--- src/inc/eal_pkg.sv ---
// Purpose: shared constants for the e1 alarm and loopback control block
// Assumes: 100 MHz system clock
// Notes: register map, field positions, reset values and timing counts
`default_nettype none
package eal_pkg;
    // register map (byte addresses, one 32-bit word each)
    localparam logic [7:0] ADDR_CTRL = 8'h00;
    localparam logic [7:0] ADDR_NSTAT = 8'h04;
    localparam logic [7:0] ADDR_IRQ_STAT = 8'h08;
    localparam logic [7:0] ADDR_IRQ_MASK = 8'h0C;
    localparam logic [7:0] ADDR_TEST = 8'h10;
    localparam logic [7:0] ADDR_TOD = 8'h14;
    localparam logic [7:0] ADDR_DATE = 8'h18;
    localparam logic [7:0] ADDR_ERRCNT = 8'h1C;
    // control field positions
    localparam int C_YELLOW_EN = 0;
    localparam int C_ALT_CODE = 1;
    localparam int C_V54_EN = 2;
    localparam int C_DTELOSS_LO = 3; // two bits
    localparam int C_TIMING_LO = 5;  // two bits
    localparam int C_CRC4 = 7;
    localparam int C_MODEM = 8;
    localparam int C_BLOCK_ALL = 9;
    localparam int C_ALM_EN_LO = 10; // four bits
    localparam int C_LAMP = 14;
    localparam logic [31:0] CTRL_RESET = 32'h0000_3C09;
    // dte loss modes
    localparam logic [1:0] DTE_NONE = 2'h0;
    localparam logic [1:0] DTE_RTS = 2'h1;
    localparam logic [1:0] DTE_DTR = 2'h2;
    // timing sources
    localparam logic [1:0] TSRC_NET = 2'h0;
    localparam logic [1:0] TSRC_INT = 2'h1;
    localparam logic [1:0] TSRC_PORT = 2'h2;
    // test lengths
    localparam logic [1:0] TLEN_15 = 2'h0;
    localparam logic [1:0] TLEN_1 = 2'h1;
    localparam logic [1:0] TLEN_60 = 2'h2;
    localparam logic [1:0] TLEN_UNL = 2'h3;
    // status and event bit positions
    localparam int S_LOS = 0;
    localparam int S_LOF = 1;
    localparam int S_AIS = 2;
    localparam int S_RAI = 3;
    localparam int S_TESTEND = 4;
    localparam int S_DIAL = 5;
    localparam int S_NETLPBK = 6;
    localparam int S_PLLPBK = 7;
    // power-up clock values
    localparam logic [31:0] TOD_RESET = 32'h0000_0000;
    localparam logic [31:0] DATE_RESET = 32'h0001_0101;
    // timing
    localparam int CLK_MHZ = 100;
    localparam int MIN_S = 60;
    localparam longint MIN_CYC = longint'(MIN_S) * CLK_MHZ * 1000000;
endpackage : eal_pkg
`default_nettype wire

--- src/logic/eal_ctrl.sv ---
// Purpose: alarm response, loopback gating, test timing and dial-out control
// Assumes: all inputs synchronous to clk_sys
// Notes: registers on a plain strobe port, read data one cycle later
//
// The plain strobed port and the register offsets were decided locally.
`timescale 1ns/1ps
`default_nettype none

// Operation
// - loss of signal or frame sends remote alarm toward network
// - while los/lof persists report it and drop clear-to-send
// - unframed all-ones drops line-signal-detect and flags service alarm
// - received remote alarm, when enabled, reported and drops clear-to-send
// - test runs 1, 15, 60 minutes or unlimited; the limited lengths end themselves
// - network loopup accepted only for matching configured code set
// - payload loopback needs v.54 option and assigned bandwidth
// - dte loss selectable, rts default; none keeps clear-to-send on
// - transmit timing from network, internal oscillator or data port
// - crc-4 counts crc errors and violations; unstructured violations only
// - dial out needs modem, no blocking, alarm enabled; two numbers
// - power-up loads default time-of-day and date
// - lamp test lights every ledOut indicator, but not testActive
module eal_ctrl #(
    parameter longint MIN_CYCLES = eal_pkg::MIN_CYC,
    parameter int LED_W = 8
) (
    // clock and reset
    input wire logic clk_sys,
    input wire logic rst_b,
    // register port
    input wire logic [7:0] regAddr,
    input wire logic [31:0] regWdata,
    input wire logic regWr,
    input wire logic regRd,
    output logic [31:0] regRdata,
    output logic irq,
    // network receiver status
    input wire logic netLos,
    input wire logic netLof,
    input wire logic netAis,
    input wire logic netRaiRx,
    input wire logic netLoopupStd,
    input wire logic netLoopupAlt,
    input wire logic netLoopdown,
    input wire logic netV54Up,
    input wire logic netV54Down,
    input wire logic payloadHasBw,
    input wire logic crcErr,
    input wire logic codeViol,
    // data port
    input wire logic dteRts,
    input wire logic dteDtr,
    output logic dteCts,
    output logic dteRlsd,
    // network transmit and loopbacks
    output logic netRaiTx,
    output logic netLoopback,
    output logic payloadLoopback,
    output logic [1:0] txTimingSel,
    // dial-out
    output logic dialReq,
    output logic dialNumSel,
    input wire logic dialDone,
    // front panel
    output logic [LED_W-1:0] ledOut,
    input wire logic [LED_W-1:0] ledNormal,
    output logic testActive
);
    typedef enum logic [1:0] {EAL_IDLE = 2'b00, EAL_RUN = 2'b01, EAL_DONE = 2'b11} eal_test_t;
    typedef enum logic [1:0] {EAL_DIDLE = 2'b00, EAL_DIAL1 = 2'b01, EAL_DIAL2 = 2'b11} eal_dial_t;

    logic [31:0] ctrl, tod, date;
    logic [7:0] irqStat, irqMask, events;
    logic [15:0] errCnt;
    logic [1:0] testLen, dteMode;
    logic testStart, testStop, minTick, testEnd, dialTrig, raiSeen, dteLost, wrCtrl;
    eal_test_t testState, next_testState;
    eal_dial_t dialState;
    logic [39:0] minCnt;
    logic [5:0] minutes, limitMin;
    logic [3:0] alarmNow, alarmPrev, alarmRise;

    // ------------------------------------------------------------
    // alarm evaluation
    // ------------------------------------------------------------
    // qualified alarm levels and their rising edges
    assign raiSeen = netRaiRx && ctrl[eal_pkg::C_YELLOW_EN];
    assign alarmNow = {raiSeen, netAis, netLof, netLos};
    assign alarmRise = alarmNow & ~alarmPrev;
    assign dteMode = ctrl[eal_pkg::C_DTELOSS_LO +: 2];
    assign dteLost = (dteMode == eal_pkg::DTE_RTS) ? !dteRts :
                     (dteMode == eal_pkg::DTE_DTR) ? !dteDtr : 1'b0;
    assign wrCtrl = regWr && (regAddr == eal_pkg::ADDR_CTRL);

    // edge history of alarm levels
    always_ff @(posedge clk_sys or negedge rst_b) begin
        if (!rst_b) begin
            alarmPrev <= 4'h0;
        end else begin
            alarmPrev <= alarmNow;
        end
    end

    // line and data port outputs
    always_ff @(posedge clk_sys or negedge rst_b) begin
        if (!rst_b) begin
            netRaiTx <= 1'b0;
            dteCts <= 1'b0;
            dteRlsd <= 1'b0;
            txTimingSel <= eal_pkg::TSRC_NET;
        end else begin
            netRaiTx <= netLos || netLof;
            dteCts <= !(netLos || netLof || raiSeen || dteLost);
            dteRlsd <= !netAis;
            txTimingSel <= ctrl[eal_pkg::C_TIMING_LO +: 2];
        end
    end

    // ------------------------------------------------------------
    // loopback control
    // ------------------------------------------------------------
    always_ff @(posedge clk_sys or negedge rst_b) begin
        if (!rst_b) begin
            netLoopback <= 1'b0;
            payloadLoopback <= 1'b0;
        end else begin
            // loopup only on matching code set
            if (ctrl[eal_pkg::C_ALT_CODE] ? netLoopupAlt : netLoopupStd) begin
                netLoopback <= 1'b1;
            end else if (netLoopdown) begin
                netLoopback <= 1'b0;
            end
            if (netV54Up && ctrl[eal_pkg::C_V54_EN] && payloadHasBw) begin
                payloadLoopback <= 1'b1;
            end else if (netV54Down || !payloadHasBw) begin
                payloadLoopback <= 1'b0;
            end
        end
    end

    // ------------------------------------------------------------
    // diagnostic test timer
    // ------------------------------------------------------------
    assign testStart = regWr && (regAddr == eal_pkg::ADDR_TEST) && regWdata[0];
    assign testStop = regWr && (regAddr == eal_pkg::ADDR_TEST) && regWdata[1];
    assign minTick = (testState == EAL_RUN) && (minCnt == 40'(MIN_CYCLES - 1));
    assign limitMin = (testLen == eal_pkg::TLEN_1) ? 6'd1 :
                      (testLen == eal_pkg::TLEN_15) ? 6'd15 : 6'd60;
    // limited lengths end on their own
    assign testEnd = minTick && (testLen != eal_pkg::TLEN_UNL) &&
                     (minutes == limitMin - 6'd1);

    // test state transitions
    always_comb begin
        next_testState = testState;
        case (testState)
            EAL_IDLE: begin
                if (testStart) next_testState = EAL_RUN;
            end
            EAL_RUN: begin
                if (testStop || testEnd) next_testState = EAL_DONE;
            end
            EAL_DONE: begin
                if (testStart) next_testState = EAL_RUN;
                else next_testState = EAL_IDLE;
            end
            default: next_testState = EAL_IDLE;
        endcase
    end

    // test state and minute counters
    always_ff @(posedge clk_sys or negedge rst_b) begin
        if (!rst_b) begin
            testState <= EAL_IDLE;
            testLen <= eal_pkg::TLEN_15;
            minCnt <= 40'h0;
            minutes <= 6'h0;
            testActive <= 1'b0;
        end else begin
            testState <= next_testState;
            testActive <= (next_testState == EAL_RUN);
            if (testStart && testState != EAL_RUN) begin
                testLen <= regWdata[3:2];
                minCnt <= 40'h0;
                minutes <= 6'h0;
            end else if (minTick) begin
                minCnt <= 40'h0;
                if (minutes != 6'd63) minutes <= minutes + 6'd1;
            end else if (testState == EAL_RUN) begin
                minCnt <= minCnt + 40'h1;
            end
        end
    end

    // ------------------------------------------------------------
    // error counting
    // ------------------------------------------------------------
    always_ff @(posedge clk_sys or negedge rst_b) begin
        if (!rst_b) begin
            errCnt <= 16'h0;
        end else if (regWr && regAddr == eal_pkg::ADDR_ERRCNT) begin
            errCnt <= 16'h0;
        end else begin
            // crc errors only in crc-4 mode
            if ((codeViol || (crcErr && ctrl[eal_pkg::C_CRC4])) && errCnt != 16'hFFFF) begin
                errCnt <= errCnt + 16'h1;
            end
        end
    end

    // ------------------------------------------------------------
    // alarm dial-out
    // ------------------------------------------------------------
    // all three conditions gate the dial
    assign dialTrig = ctrl[eal_pkg::C_MODEM] && !ctrl[eal_pkg::C_BLOCK_ALL] &&
                      |(alarmRise & ctrl[eal_pkg::C_ALM_EN_LO +: 4]);

    always_ff @(posedge clk_sys or negedge rst_b) begin
        if (!rst_b) begin
            dialState <= EAL_DIDLE;
            dialReq <= 1'b0;
            dialNumSel <= 1'b0;
        end else begin
            case (dialState)
                EAL_DIDLE: begin
                    if (dialTrig) begin
                        dialState <= EAL_DIAL1;
                        dialReq <= 1'b1;
                        dialNumSel <= 1'b0;
                    end
                end
                EAL_DIAL1: begin
                    if (dialDone) begin
                        dialState <= EAL_DIAL2;
                        dialNumSel <= 1'b1;
                    end
                end
                EAL_DIAL2: begin
                    if (dialDone) begin
                        dialState <= EAL_DIDLE;
                        dialReq <= 1'b0;
                        dialNumSel <= 1'b0;
                    end
                end
                default: dialState <= EAL_DIDLE;
            endcase
        end
    end

    // ------------------------------------------------------------
    // front panel
    // ------------------------------------------------------------
    always_ff @(posedge clk_sys or negedge rst_b) begin
        if (!rst_b) begin
            ledOut <= '0;
        end else begin
            ledOut <= ctrl[eal_pkg::C_LAMP] ? {LED_W{1'b1}} : ledNormal;
        end
    end

    // ------------------------------------------------------------
    // registers and interrupt
    // ------------------------------------------------------------
    assign events = {payloadLoopback && !ctrl[eal_pkg::C_V54_EN], 1'b0, dialTrig, testEnd,
                     alarmRise};

    // control, mask and clock registers
    always_ff @(posedge clk_sys or negedge rst_b) begin
        if (!rst_b) begin
            ctrl <= eal_pkg::CTRL_RESET;
            irqMask <= 8'h00;
            tod <= eal_pkg::TOD_RESET;
            date <= eal_pkg::DATE_RESET;
        end else if (regWr) begin
            if (wrCtrl) ctrl <= regWdata;
            else if (regAddr == eal_pkg::ADDR_IRQ_MASK) irqMask <= regWdata[7:0];
            else if (regAddr == eal_pkg::ADDR_TOD) tod <= regWdata;
            else if (regAddr == eal_pkg::ADDR_DATE) date <= regWdata;
        end
    end

    // sticky status, set wins over write-one-clear
    always_ff @(posedge clk_sys or negedge rst_b) begin
        if (!rst_b) begin
            irqStat <= 8'h00;
        end else if (regWr && regAddr == eal_pkg::ADDR_IRQ_STAT) begin
            irqStat <= (irqStat & ~regWdata[7:0]) | events;
        end else begin
            irqStat <= irqStat | events;
        end
    end

    // interrupt level output
    always_ff @(posedge clk_sys or negedge rst_b) begin
        if (!rst_b) begin
            irq <= 1'b0;
        end else begin
            irq <= |((irqStat | events) & irqMask);
        end
    end

    // read data one cycle after strobe
    always_ff @(posedge clk_sys or negedge rst_b) begin
        if (!rst_b) begin
            regRdata <= 32'h0;
        end else if (regRd) begin
            if (regAddr == eal_pkg::ADDR_CTRL) regRdata <= ctrl;
            else if (regAddr == eal_pkg::ADDR_NSTAT)
                regRdata <= {24'h0, payloadLoopback, netLoopback, dialReq,
                             testState == EAL_RUN, alarmNow};
            else if (regAddr == eal_pkg::ADDR_IRQ_STAT) regRdata <= {24'h0, irqStat};
            else if (regAddr == eal_pkg::ADDR_IRQ_MASK) regRdata <= {24'h0, irqMask};
            else if (regAddr == eal_pkg::ADDR_TEST)
                regRdata <= {16'h0, 2'h0, minutes, 4'h0, testLen, testState};
            else if (regAddr == eal_pkg::ADDR_TOD) regRdata <= tod;
            else if (regAddr == eal_pkg::ADDR_DATE) regRdata <= date;
            else if (regAddr == eal_pkg::ADDR_ERRCNT) regRdata <= {16'h0, errCnt};
            else regRdata <= 32'h0;
        end else begin
            regRdata <= 32'h0;
        end
    end

    // ------------------------------------------------------------
    // assertions
    // ------------------------------------------------------------
    a_rai_follows_loss: assert property (@(posedge clk_sys) disable iff (!rst_b)
        (netLos || netLof) |=> netRaiTx)
        else $error("remote alarm not sent on loss");
    a_cts_on_loss: assert property (@(posedge clk_sys) disable iff (!rst_b)
        (netLos || netLof) |=> !dteCts)
        else $error("cts asserted during loss");
    a_rlsd_on_ais: assert property (@(posedge clk_sys) disable iff (!rst_b)
        netAis |=> !dteRlsd)
        else $error("rlsd asserted during all-ones");
    a_rai_ignored: assert property (@(posedge clk_sys) disable iff (!rst_b)
        (netRaiRx && !ctrl[eal_pkg::C_YELLOW_EN] && !netLos && !netLof && !dteLost) |=> dteCts)
        else $error("disabled remote alarm dropped cts");
    a_test_unlimited: assert property (@(posedge clk_sys) disable iff (!rst_b)
        (testState == EAL_RUN && testLen == eal_pkg::TLEN_UNL && !testStop) |=>
        testState == EAL_RUN)
        else $error("unlimited test ended");
    a_loopup_match: assert property (@(posedge clk_sys) disable iff (!rst_b)
        $rose(netLoopback) |-> $past(ctrl[eal_pkg::C_ALT_CODE] ? netLoopupAlt : netLoopupStd))
        else $error("loopback without matching code");
    a_payload_gate: assert property (@(posedge clk_sys) disable iff (!rst_b)
        $rose(payloadLoopback) |-> $past(ctrl[eal_pkg::C_V54_EN] && payloadHasBw))
        else $error("payload loopback not qualified");
    a_cts_none_mode: assert property (@(posedge clk_sys) disable iff (!rst_b)
        (dteMode == eal_pkg::DTE_NONE && !netLos && !netLof && !raiSeen) |=> dteCts)
        else $error("cts dropped in none mode");
    a_dial_gate: assert property (@(posedge clk_sys) disable iff (!rst_b)
        $rose(dialReq) |-> $past(ctrl[eal_pkg::C_MODEM] && !ctrl[eal_pkg::C_BLOCK_ALL]))
        else $error("dial without modem or with blocking");
    a_lamp_all_on: assert property (@(posedge clk_sys) disable iff (!rst_b)
        ctrl[eal_pkg::C_LAMP] |=> ledOut == {LED_W{1'b1}})
        else $error("lamp test not all on");
endmodule // eal_ctrl

`default_nettype wire

--- config.mk ---
export PLATFORM = sky130hd
export DESIGN_NAME = eal_ctrl
export DESIGN_NICKNAME = d
export VERILOG_FILES = /design/src/inc/eal_pkg.sv /design/src/logic/eal_ctrl.sv
export SDC_FILE = /design/constraint.sdc
export NUM_CORES = 1
export LEC_CHECK = 0
export BUFFER_PORTS_ARGS = -buffer_cell sky130_fd_sc_hd__clkbuf_2
export CORE_MARGIN = 4
export CORE_UTILIZATION = 59
export CTS_BUF_LIST = sky130_fd_sc_hd__clkbuf_16
export DETAILED_ROUTE_END_ITERATION = 12
export PLACE_DENSITY = 0.82
export SYNTH_ARGS = -nofsm -noshare
export SYNTH_HDL_FRONTEND = slang
export SYNTH_SLANG_ARGS = --single-unit
--- constraint.sdc ---
create_clock -name clk_sys -period 2.7 [get_ports clk_sys]
set_clock_uncertainty 0.15 [all_clocks]
set_input_delay 0.135 -clock clk_sys [delete_from_list [all_inputs] [get_ports clk_sys]]
set_output_delay 0.135 -clock clk_sys [all_outputs]
set_load 0.01 [all_outputs]
# [Word-level counts from Yosys, hierarchy flattened]
# Index checks and enable logic that the tools add are counted.
[classes] n_addsub=4 n_mul=0 n_div=0 order_cmp=0 eq_ne=24 n_shift=0 mux=42 bitwise=11 reduce_logical=53
[op_table] op="32-bit 2-to-1 mux" count=8
[op_table] op="40-bit 2-to-1 mux" count=3
[op_table] op="16-bit 2-to-1 mux" count=3
[op_table] op="40-bit by 1-bit adder with 40-bit output, second input constant" count=1
[op_table] op="40-bit by 33-bit == test with 1-bit output, second input constant" count=1
[op_table] op="8-bit by 5-bit == test with 1-bit output, second input constant" count=4
[op_table] op="6-bit 2-to-1 mux" count=5
[op_table] op="1-bit logical AND" count=18
[op_table] op="16-bit by 1-bit adder with 16-bit output, second input constant" count=1
[op_table] op="8-bit AND" count=2
[op_table] op="8-bit by 4-bit == test with 1-bit output, second input constant" count=2
[op_table] op="8-bit 2-to-1 mux" count=2
[op_table] op="16-bit inequality test, second input constant" count=1
[op_table] op="8-bit bitwise OR" count=2
[op_table] op="1-bit 2-to-1 mux" count=12
[op_table] op="2-bit case mux with 3 select lines" count=2
[op_table] op="2-bit nonzero test" count=6
[op_table] op="2-bit by 1-bit == test with 1-bit output, second input constant" count=5
[op_table] op="2-bit 2-to-1 mux" count=5
[op_table] op="3-bit AND reduction" count=3
[op_table] op="4-bit AND" count=2
[op_table] op="8-bit by 3-bit == test with 1-bit output, second input constant" count=1
[op_table] op="8-bit zero test" count=1
[op_table] op="2-bit inequality test, second input constant" count=4
[op_table] op="20 further kinds" count=40
[totals] ff_bits=235 latch_bits=0 mem_bits_rw=0 mem_bits_ro=0 inputBits=67 wordCells=158 mem_count=0

# [Depth between registers and ports, before layout]
# Gate-level depths: netlist of run 1.
[logic_depth] word_depth=10 mapped_depth=8 depth_no_buf=6

# [Worst setup path before layout of run 1]
# OpenSTA, ideal clock, no wires.
[synth_timing] path_type="register to register" startpoint="register minCnt[22]" endpoint="register testActive" setup_time_ns=0.120 t_arrival_ns=2.083 path_slack_ns=0.347 stages_incl_launch_ff=7 n_path_buf=1 synth_period_minus_slack_ns=2.353 path_cell_list="dfrtp_1 clkbuf_1 nor4b_1 nand4_1 or4_1 or4_1 a31o_2"
[synth_between] elab_chain_cells=8
[synth_lines] element="start: declaration" line="eal_ctrl.sv:79" text="logic [39:0] minCnt;"
[synth_lines] element="start signal: assignment" line="eal_ctrl.sv:190" text="minCnt <= minCnt + 40'h1;"
[synth_lines] element="40-bit by 33-bit == test with 1-bit output" line="eal_ctrl.sv:146" text="assign minTick = (testState == EAL_RUN) && (minCnt == 40'(MIN_CYCLES - 1));"
[synth_lines] element="1-bit logical AND" line="eal_ctrl.sv:146"
[synth_lines] element="1-bit logical AND (2 in series)" line="eal_ctrl.sv:150" text="assign testEnd = minTick && (testLen != eal_pkg::TLEN_UNL) &&"
[synth_lines] element="1-bit logical OR" line="eal_ctrl.sv:161" text="if (testStop || testEnd) next_testState = EAL_DONE;"
[synth_lines] element="2-bit 2-to-1 mux" line="eal_ctrl.sv:161"
[synth_lines] element="2-bit case mux with 3 select lines" line="eal_ctrl.sv:156" text="case (testState)"
[synth_lines] element="2-bit by 1-bit == test with 1-bit output" line="eal_ctrl.sv:181" text="testActive <= (next_testState == EAL_RUN);"
[synth_lines] element="end signal: assignment" line="eal_ctrl.sv:181"
[synth_lines] element="end: declaration" line="eal_ctrl.sv:67" text="output logic testActive"
# Every way passes these cells.
# A chain may end at the register's enable or synchronous reset.

# [Final worst setup path of run 1]
[layout_timing] startpoint="input regAddr[1]" endpoint="register date[29]"
[layout_between] elab_chain_cells=4 elab_cells_between_ends=9
[layout_lines] element="start: declaration" line="eal_ctrl.sv:31" text="input wire logic [7:0] regAddr,"
[layout_lines] element="8-bit zero test" line="eal_ctrl.sv:93" text="assign wrCtrl = regWr && (regAddr == eal_pkg::ADDR_CTRL);"
[layout_lines] element="1-bit logical AND" line="eal_ctrl.sv:93"
[layout_lines] element="1-bit inverter (no line)"
[layout_lines] element="5-bit AND reduction (no line) *"
[layout_lines] element="end signal: assignment" line="eal_ctrl.sv:273" text="date <= eal_pkg::DATE_RESET;"
[layout_lines] element="end signal: assignment" line="eal_ctrl.sv:278" text="else if (regAddr == eal_pkg::ADDR_DATE) date <= regWdata;"
[layout_lines] element="end: declaration" line="eal_ctrl.sv:72" text="logic [31:0] ctrl, tod, date;"
# Mark *: on every way between the ends. The rest lies on a longest branch, timed or not.

==> results of run 1 <==
## through the flow
step / power [mW] / hold slack [ns]
2_1_floorplan: 4.631 / -0.3106
5_1_grt: 8.375 / 0.07242
6_report: 8.066 / 0.03880
3_3_place_gp: 4.999 / 0.01545
4_1_cts: 8.085 / 0.01916
3_5_place_dp: 5.040 / 0.01380
## cell usage after synthesis (all sizes together) (3+ instances only)
| master | n | share of area [%] |
|---|---|---|
| mux4 | 7 | 1.5 |
| xor2 | 18 | 1.5 |
| a21oi | 29 | 1.3 |
| mux2 | 113 | 12 |
| nor2b | 32 | 1.8 |
| or3 | 20 | 1.2 |
| a21o | 8 | 0.55 |
| nor2 | 56 | 1.9 |
| a22oi | 7 | 0.49 |
| a21boi | 3 | 0.21 |
| or4b | 3 | 0.28 |
| xnor2 | 13 | 1.1 |
| nor4b | 10 | 0.81 |
| ha | 3 | 0.35 |
| buf | 23 | 0.99 |
| dfstp | 9 | 2.2 |
| and3 | 8 | 0.47 |
| o21ai | 44 | 2.0 |
| and2 | 8 | 0.46 |
| nor3 | 10 | 0.51 |
| a222oi | 19 | 1.8 |
| nand3 | 26 | 1.2 |
| or4 | 8 | 0.55 |
| dfrtp | 226 | 52 |
| o31ai | 7 | 0.53 |
| nand2b | 7 | 0.40 |
| nand2 | 61 | 2.1 |
| or2 | 9 | 0.52 |
| nor3b | 5 | 0.39 |
| o211ai | 4 | 0.28 |
| nor4 | 14 | 0.87 |
| nand3b | 5 | 0.35 |
| and4 | 9 | 0.73 |
| a22o | 12 | 0.97 |
| nand4 | 30 | 1.9 |
| inv | 12 | 0.42 |
| clkbuf | 24 | 0.83 |
| nand4b | 3 | 0.24 |
| mux2i | 9 | 0.83 |
## what timing repair did
action / CTS / global route
hold endpoints to repair: 349 / 0
setup endpoints to repair: 1 / 14
hold buffers: 59 / 0
resized for setup: 1 / 4
pin swaps: 0 / 0
## where the power goes
part / leakage (nW) / total [mW] / internal [mW] / switching, mW
clock: 0.379 / 2.98 / 1.66 / 1.33
sequential: 3.08 / 4.12 / 3.81 / 0.313
combinational: 2.73 / 0.963 / 0.468 / 0.495
total: 6.18 / 8.07 / 5.93 / 2.14
## final cells by class
cell class                      instances  area share, %
Clock buffer                           25          4.740
Tap cell                              229          2.171
Timing Repair Buffer                  219          11.81
Multi-Input combinational cell        640          35.76
Sequential cell                       235          44.64
Clock inverter                         18         0.5309
Inverter                               12         0.3413
## metal layers
| metal | up-vias | track usage (%) | part of all wire [%] |
|---|---|---|---|
| met4 | 0 | 11.50 | 4.6 |
| met3 | 100 | 4.459 | 6.9 |
| li1 | 3847 | - | - |
| met1 | 4310 | 35.95 | 39 |
| met5 | - | 0 | 0 |
| met2 | 406 | 47.70 | 50 |
## registers in the layout (all words and copies together) (netlist names), 2 cells and up
| name | cells |
|---|---|
| irqMask | 8 |
| irqStat | 8 |
| dialState | 2 |
| regRdata | 32 |
| errCnt | 16 |
| minCnt | 40 |
| testState | 2 |
| txTimingSel | 2 |
| tod | 32 |
| date | 32 |
| minutes | 6 |
| ledOut | 8 |
| testLen | 2 |
| alarmPrev | 4 |
| ctrl | 32 |
## placed cells by master, fill, tap and decap left out, drive strengths merged, types with 26 or more instances in the layout
master         n
nand2         61
nand3         26
nor2b         32
dlygate4sd3   59
mux2         113
nand4         30
clkbuf       141
o21ai         44
a21oi         29
dfrtp        226
nor2          56
buf           44
## how the worst max path moves through the flow
| stage | startpoint | to | cells after the start |
|---|---|---|---|
| final | regAddr[1] | date[29] | 8 |
| after global routing | regAddr[1] | date[29] | 8 |
| after CTS | minCnt[31] | testActive | 5 |
| after detailed placement | minCnt[17] | minutes[3] | 5 |
| after global placement | minCnt[16] | minutes[5] | 5 |
| after floorplan | minCnt[22] | testActive | 6 |
## kinds of logic after synthesis
logic type | synth area share (%)
mux | 14.04
fa+ha+maj | 0.3467
buf+inv | 2.242
xor+xnor | 2.508
flops | 54.41
simple gates | 16.99
compound gates | 9.464
## tightest hold or removal path, cell delays in order
cell and delay, ns:
clkbuf_2 0.13, buf_4 0.18, nand4_1 0.13, a21oi_1 0.08
==> metrics.txt, run 1 <==
number of remaining DRC errors 0; delay-heaviest family, CP simple AND/OR/NAND/NOR gates; Post-Route Utilization 73.22%; crit end category flop; Hold Fails Final Rpt 0; worst setup margin 0.07825 ns; Worst-Margin Slew 0.8062 ns; I/O Pins 118; Synth Register Bits 235; CTS clk-pin slew, worst paths 0.06 ns; Seq. cell area 5892 sq um; CP Max Fanout 26; mean number of vias per cell 6.287; Worst Path Required 2.94 ns; Leakage 6.183 nW; R2R Path Start minCnt[22]; final net count 1202; remaining global-route overflow 0; RD Place Congestion 0.9136; RSZ-0062 raised after global routing false; Critical Path, Cell by Cell dlygate4sd3_1 > clkbuf_2 > or4_1 > nor3b_4 > and2_1 > nand2_1 > buf_4 > mux2_1; Cell Area, Placed 11890 sq um; ANT nets after route 0; vias in the first global route 8796; CTS root buffer clkbuf_16; WP data arrival 2.86 ns; Avg WL per Cell 20.65 microns; Buf/Inv on CP 3; final setup fails 0; Max Root-Sink Buffers 3; worst hold start regWr; Initial Util 60.07%; net count after synthesis 1004; GRT Overall Usage 27.99%; peak supply drop 556.4 uV; Post-synth EDFFs 0; IO Port Bufs 117; first-pass GRT wire length 45890 microns; setup TNS 0 ns; pre-CTS worst setup slack 0.1096 ns; Setup Fix Bufs, Post-CTS 0; status completed; crit-path max cell delay 0.67 ns; Worst Reg-to-Reg Cells 5; area occupied by multi-input gates 4720 sq um; CTS tree yes; P per Cell Area 611.2 nW/um^2; Period Utilization, post-route 97.10%; Mapped Area 10830 sq um; Final Slew Violations 0; R2R setup slack 0.12 ns; critical path's slowest cell or4_1; Seq/Total Area, Yosys 54.41%; vias 8663; placed insts 1276; initial antenna violation count 0; CP startpoint kind primary input; Cells after Synth 934; worst hold path depth 4; CTS Buf Count 24; post-synth cell types 65; dpl hpwl 18070 microns; DIE HEIGHT 143.5 microns; asr flop ratio synth 100.0%; Final Non-Filler Cells 1378; H-tree Lvls 1; hold worst-path end testState[1]; clk_lat worst skew 0.51 ns; DRT Pass-1 Iters 7; largest net degree at the start of global routing 85; clk sinks 235; row count 49; worst reg2reg endpoint testActive; final wirelength 28450 microns; highest clock rate 381.4 MHz; Final Instance Area 13200 sq um; Die X-Extent 143.5 microns; critical setup path kind in -> reg; # Max-Cap Violations 0; Slew HR 45.55%; core area 18020 sq um; FILL cells 1207; Synth Warn # 0; layout cell share with drive strength beyond 1 28.89%; Mean Syn Cell Area 11.59 sq um; die area 20580 sq um; initial DRC count 717; number of inserted diodes 0; Area Growth Syn to Fin 21.89%; Tmin final 2.622 ns; most used flip-flop cell after synthesis dfrtp_1; Min-Delay Path Class in -> reg
Note: power is estimated with default switching activity, not from simulation.
==> run 2, diff against run 1 <==
Settings changed: HOLD_SLACK_MARGIN from default to 0.05.
==> metrics.txt, run 2 (synthesized netlist as in run 1, its figures left out) <==
initial antenna violation count 0 (unchanged); delay-heaviest family, CP simple AND/OR/NAND/NOR gates; row count 49 (unchanged); vias 8671 (+0.092%); R2R Path Start minCnt[22]; Area Growth Syn to Fin 21.98% (about the same); crit-path max cell delay 0.67 ns (about the same); Die X-Extent 143.5 microns (unchanged); sw frac 26.47% (about the same); setup TNS 0 ns (unchanged); critical setup path kind in -> reg; Avg WL per Cell 20.64 microns (about the same); final setup fails 0 (unchanged); first-pass GRT wire length 45900 microns (about the same); worst setup margin 0.07187 ns (-0.006380 ns); cell depth of the worst setup path 8 (unchanged); Final Instance Area 13210 sq um (about the same); Final Slew Violations 0 (unchanged); core area 18020 sq um (unchanged); DIE HEIGHT 143.5 microns (unchanged); Critical Path, Cell by Cell dlygate4sd3_1 > clkbuf_2 > or4_1 > nor3b_4 > and2_1 > nand2_1 > buf_4 > mux2_1; pre-CTS worst setup slack 0.1096 ns (unchanged); critical path's slowest cell or4_1; DRT Pass-1 Iters 7 (unchanged); Cell Area, Placed 11890 sq um (unchanged); Top reg by flops minCnt; Max Root-Sink Buffers 3 (unchanged); Worst Path Required 2.94 ns (about the same); number of remaining DRC errors 0 (unchanged); RSZ-0062 raised after global routing false; CTS tree yes; internal power 5.931 mW (about the same); die area 20580 sq um (unchanged); WP data arrival 2.87 ns (about the same); power share of the clock group 37.0% (about the same); mean number of vias per cell 6.288 (about the same); clk sinks 235 (unchanged); Flop pwr share 51.1% (about the same); Tmin final 2.628 ns (+0.006380 ns); Period Utilization, post-route 97.34% (+0.24 points); P per Cell Area 610.8 nW/um^2 (about the same); GRT Overall Usage 28.00% (about the same); ANT nets after route 0 (unchanged); final net count 1203 (+0.083%); Worst-Margin Slew 0.7909 ns (-0.01523 ns); vias in the first global route 8801 (+0.057%); I/O Pins 118 (unchanged); RD Place Congestion 0.9136 (unchanged); crit end category flop; Min-Delay Path Class in -> async; remaining global-route overflow 0 (unchanged); initial DRC count 680 (-5.2%); worst reg2reg endpoint testActive; number of inserted diodes 0 (unchanged); highest clock rate 380.5 MHz (-0.24%); Design Power 8.067 mW (about the same); Hold Fails Final Rpt 0 (unchanged); final wirelength 28470 microns (about the same); Leakage 6.187 nW (about the same); H-tree Lvls 1 (unchanged); peak supply drop 557.4 uV (+0.17%); combinational cell fraction of total power 11.9% (about the same); CTS Buf Count 24 (unchanged); CTS root buffer clkbuf_16; CTS clk-pin slew, worst paths 0.06 ns (about the same); leading cell types in the layout, fill and taps excluded 226 x dfrtp_1, 116 x clkbuf_2, 108 x mux2_2; Slew HR 46.58% (+1.0 points); most common cell after layout, fill and taps aside dfrtp_1; IO Port Bufs 117 (unchanged); Worst Reg-to-Reg Cells 5 (unchanged); status completed; clk_lat worst skew 0.51 ns (about the same); dpl hpwl 18070 microns (unchanged); Initial Util 60.07% (unchanged); # Max-Cap Violations 0 (unchanged); layout cell share with drive strength beyond 1 28.87% (about the same); CP Max Fanout 26 (unchanged); max reg flops 40 (unchanged); CP startpoint kind primary input; largest net degree at the start of global routing 85 (unchanged); net load switching power 2.136 mW (about the same); Buf/Inv on CP 3 (unchanged); R2R setup slack 0.11 ns (about the same)
-- run 2: cell count changes in the layout (fill, tap and decap cells not counted) --
cell	before	now
dlygate4sd3_1	59	60
-- run 2: area by class of cell --
type	count	area, sq um
clock buffer	25	625.6
clock inverter	18	70.07
fill	1204	4817
inverter	12	45.04
multi-input combinational	640	4720
sequential	235	5892
tap	229	286.5
timing repair buffer	220	1569
-- run 2: stage by stage --
| step | std cells | util (%) | hold slack, ns |
|---|---|---|---|
| CTS | 1379 | 73.16 | 0.07812 |
| floorplan | 934 | - | -0.3106 |
| global placement | 1276 | 65.94 | 0.01545 |
| global route | 1379 | 73.28 | 0.1218 |
| finish | 1379 | 73.28 | 0.04650 |
| detailed placement | 1276 | 65.94 | 0.01380 |
-- run 2: worst max path at each step --
| stage | start | endpoint |
|---|---|---|
| after global placement | minCnt[16] | minutes[5] |
| after floorplan | minCnt[22] | testActive |
| after global routing | regAddr[1] | date[29] |
| after CTS | minCnt[31] | testActive |
| final | regAddr[1] | date[29] |
| after detailed placement | minCnt[17] | minutes[3] |
-- run 2: power by group through the flow --
stage	registers, mW	clock network, mW	logic, mW
4_1_cts	4.11	3.03	0.956
2_1_floorplan	4.08	0	0.552
5_1_grt	4.15	3.16	1.07
3_5_place_dp	4.16	0	0.876
6_report	4.12	2.98	0.964
3_3_place_gp	4.15	0	0.850
-- run 2: per-layer routing --
layer	routed length (microns)	vias to the layer above	global-route usage (%)
met4	1353	0	11.50
met1	10920	4290	35.97
met5	0	-	0
met2	14150	414	47.70
met3	2042	107	4.459
li1	-	3860	-
-- run 2: repair_timing --
action / CTS / global route
gates resized for setup: 1 / 4
setup endpoints to repair: 1 / 14
setup buffers: 0 / 0
hold buffers: 60 / 0
hold endpoints to repair: 370 / 0
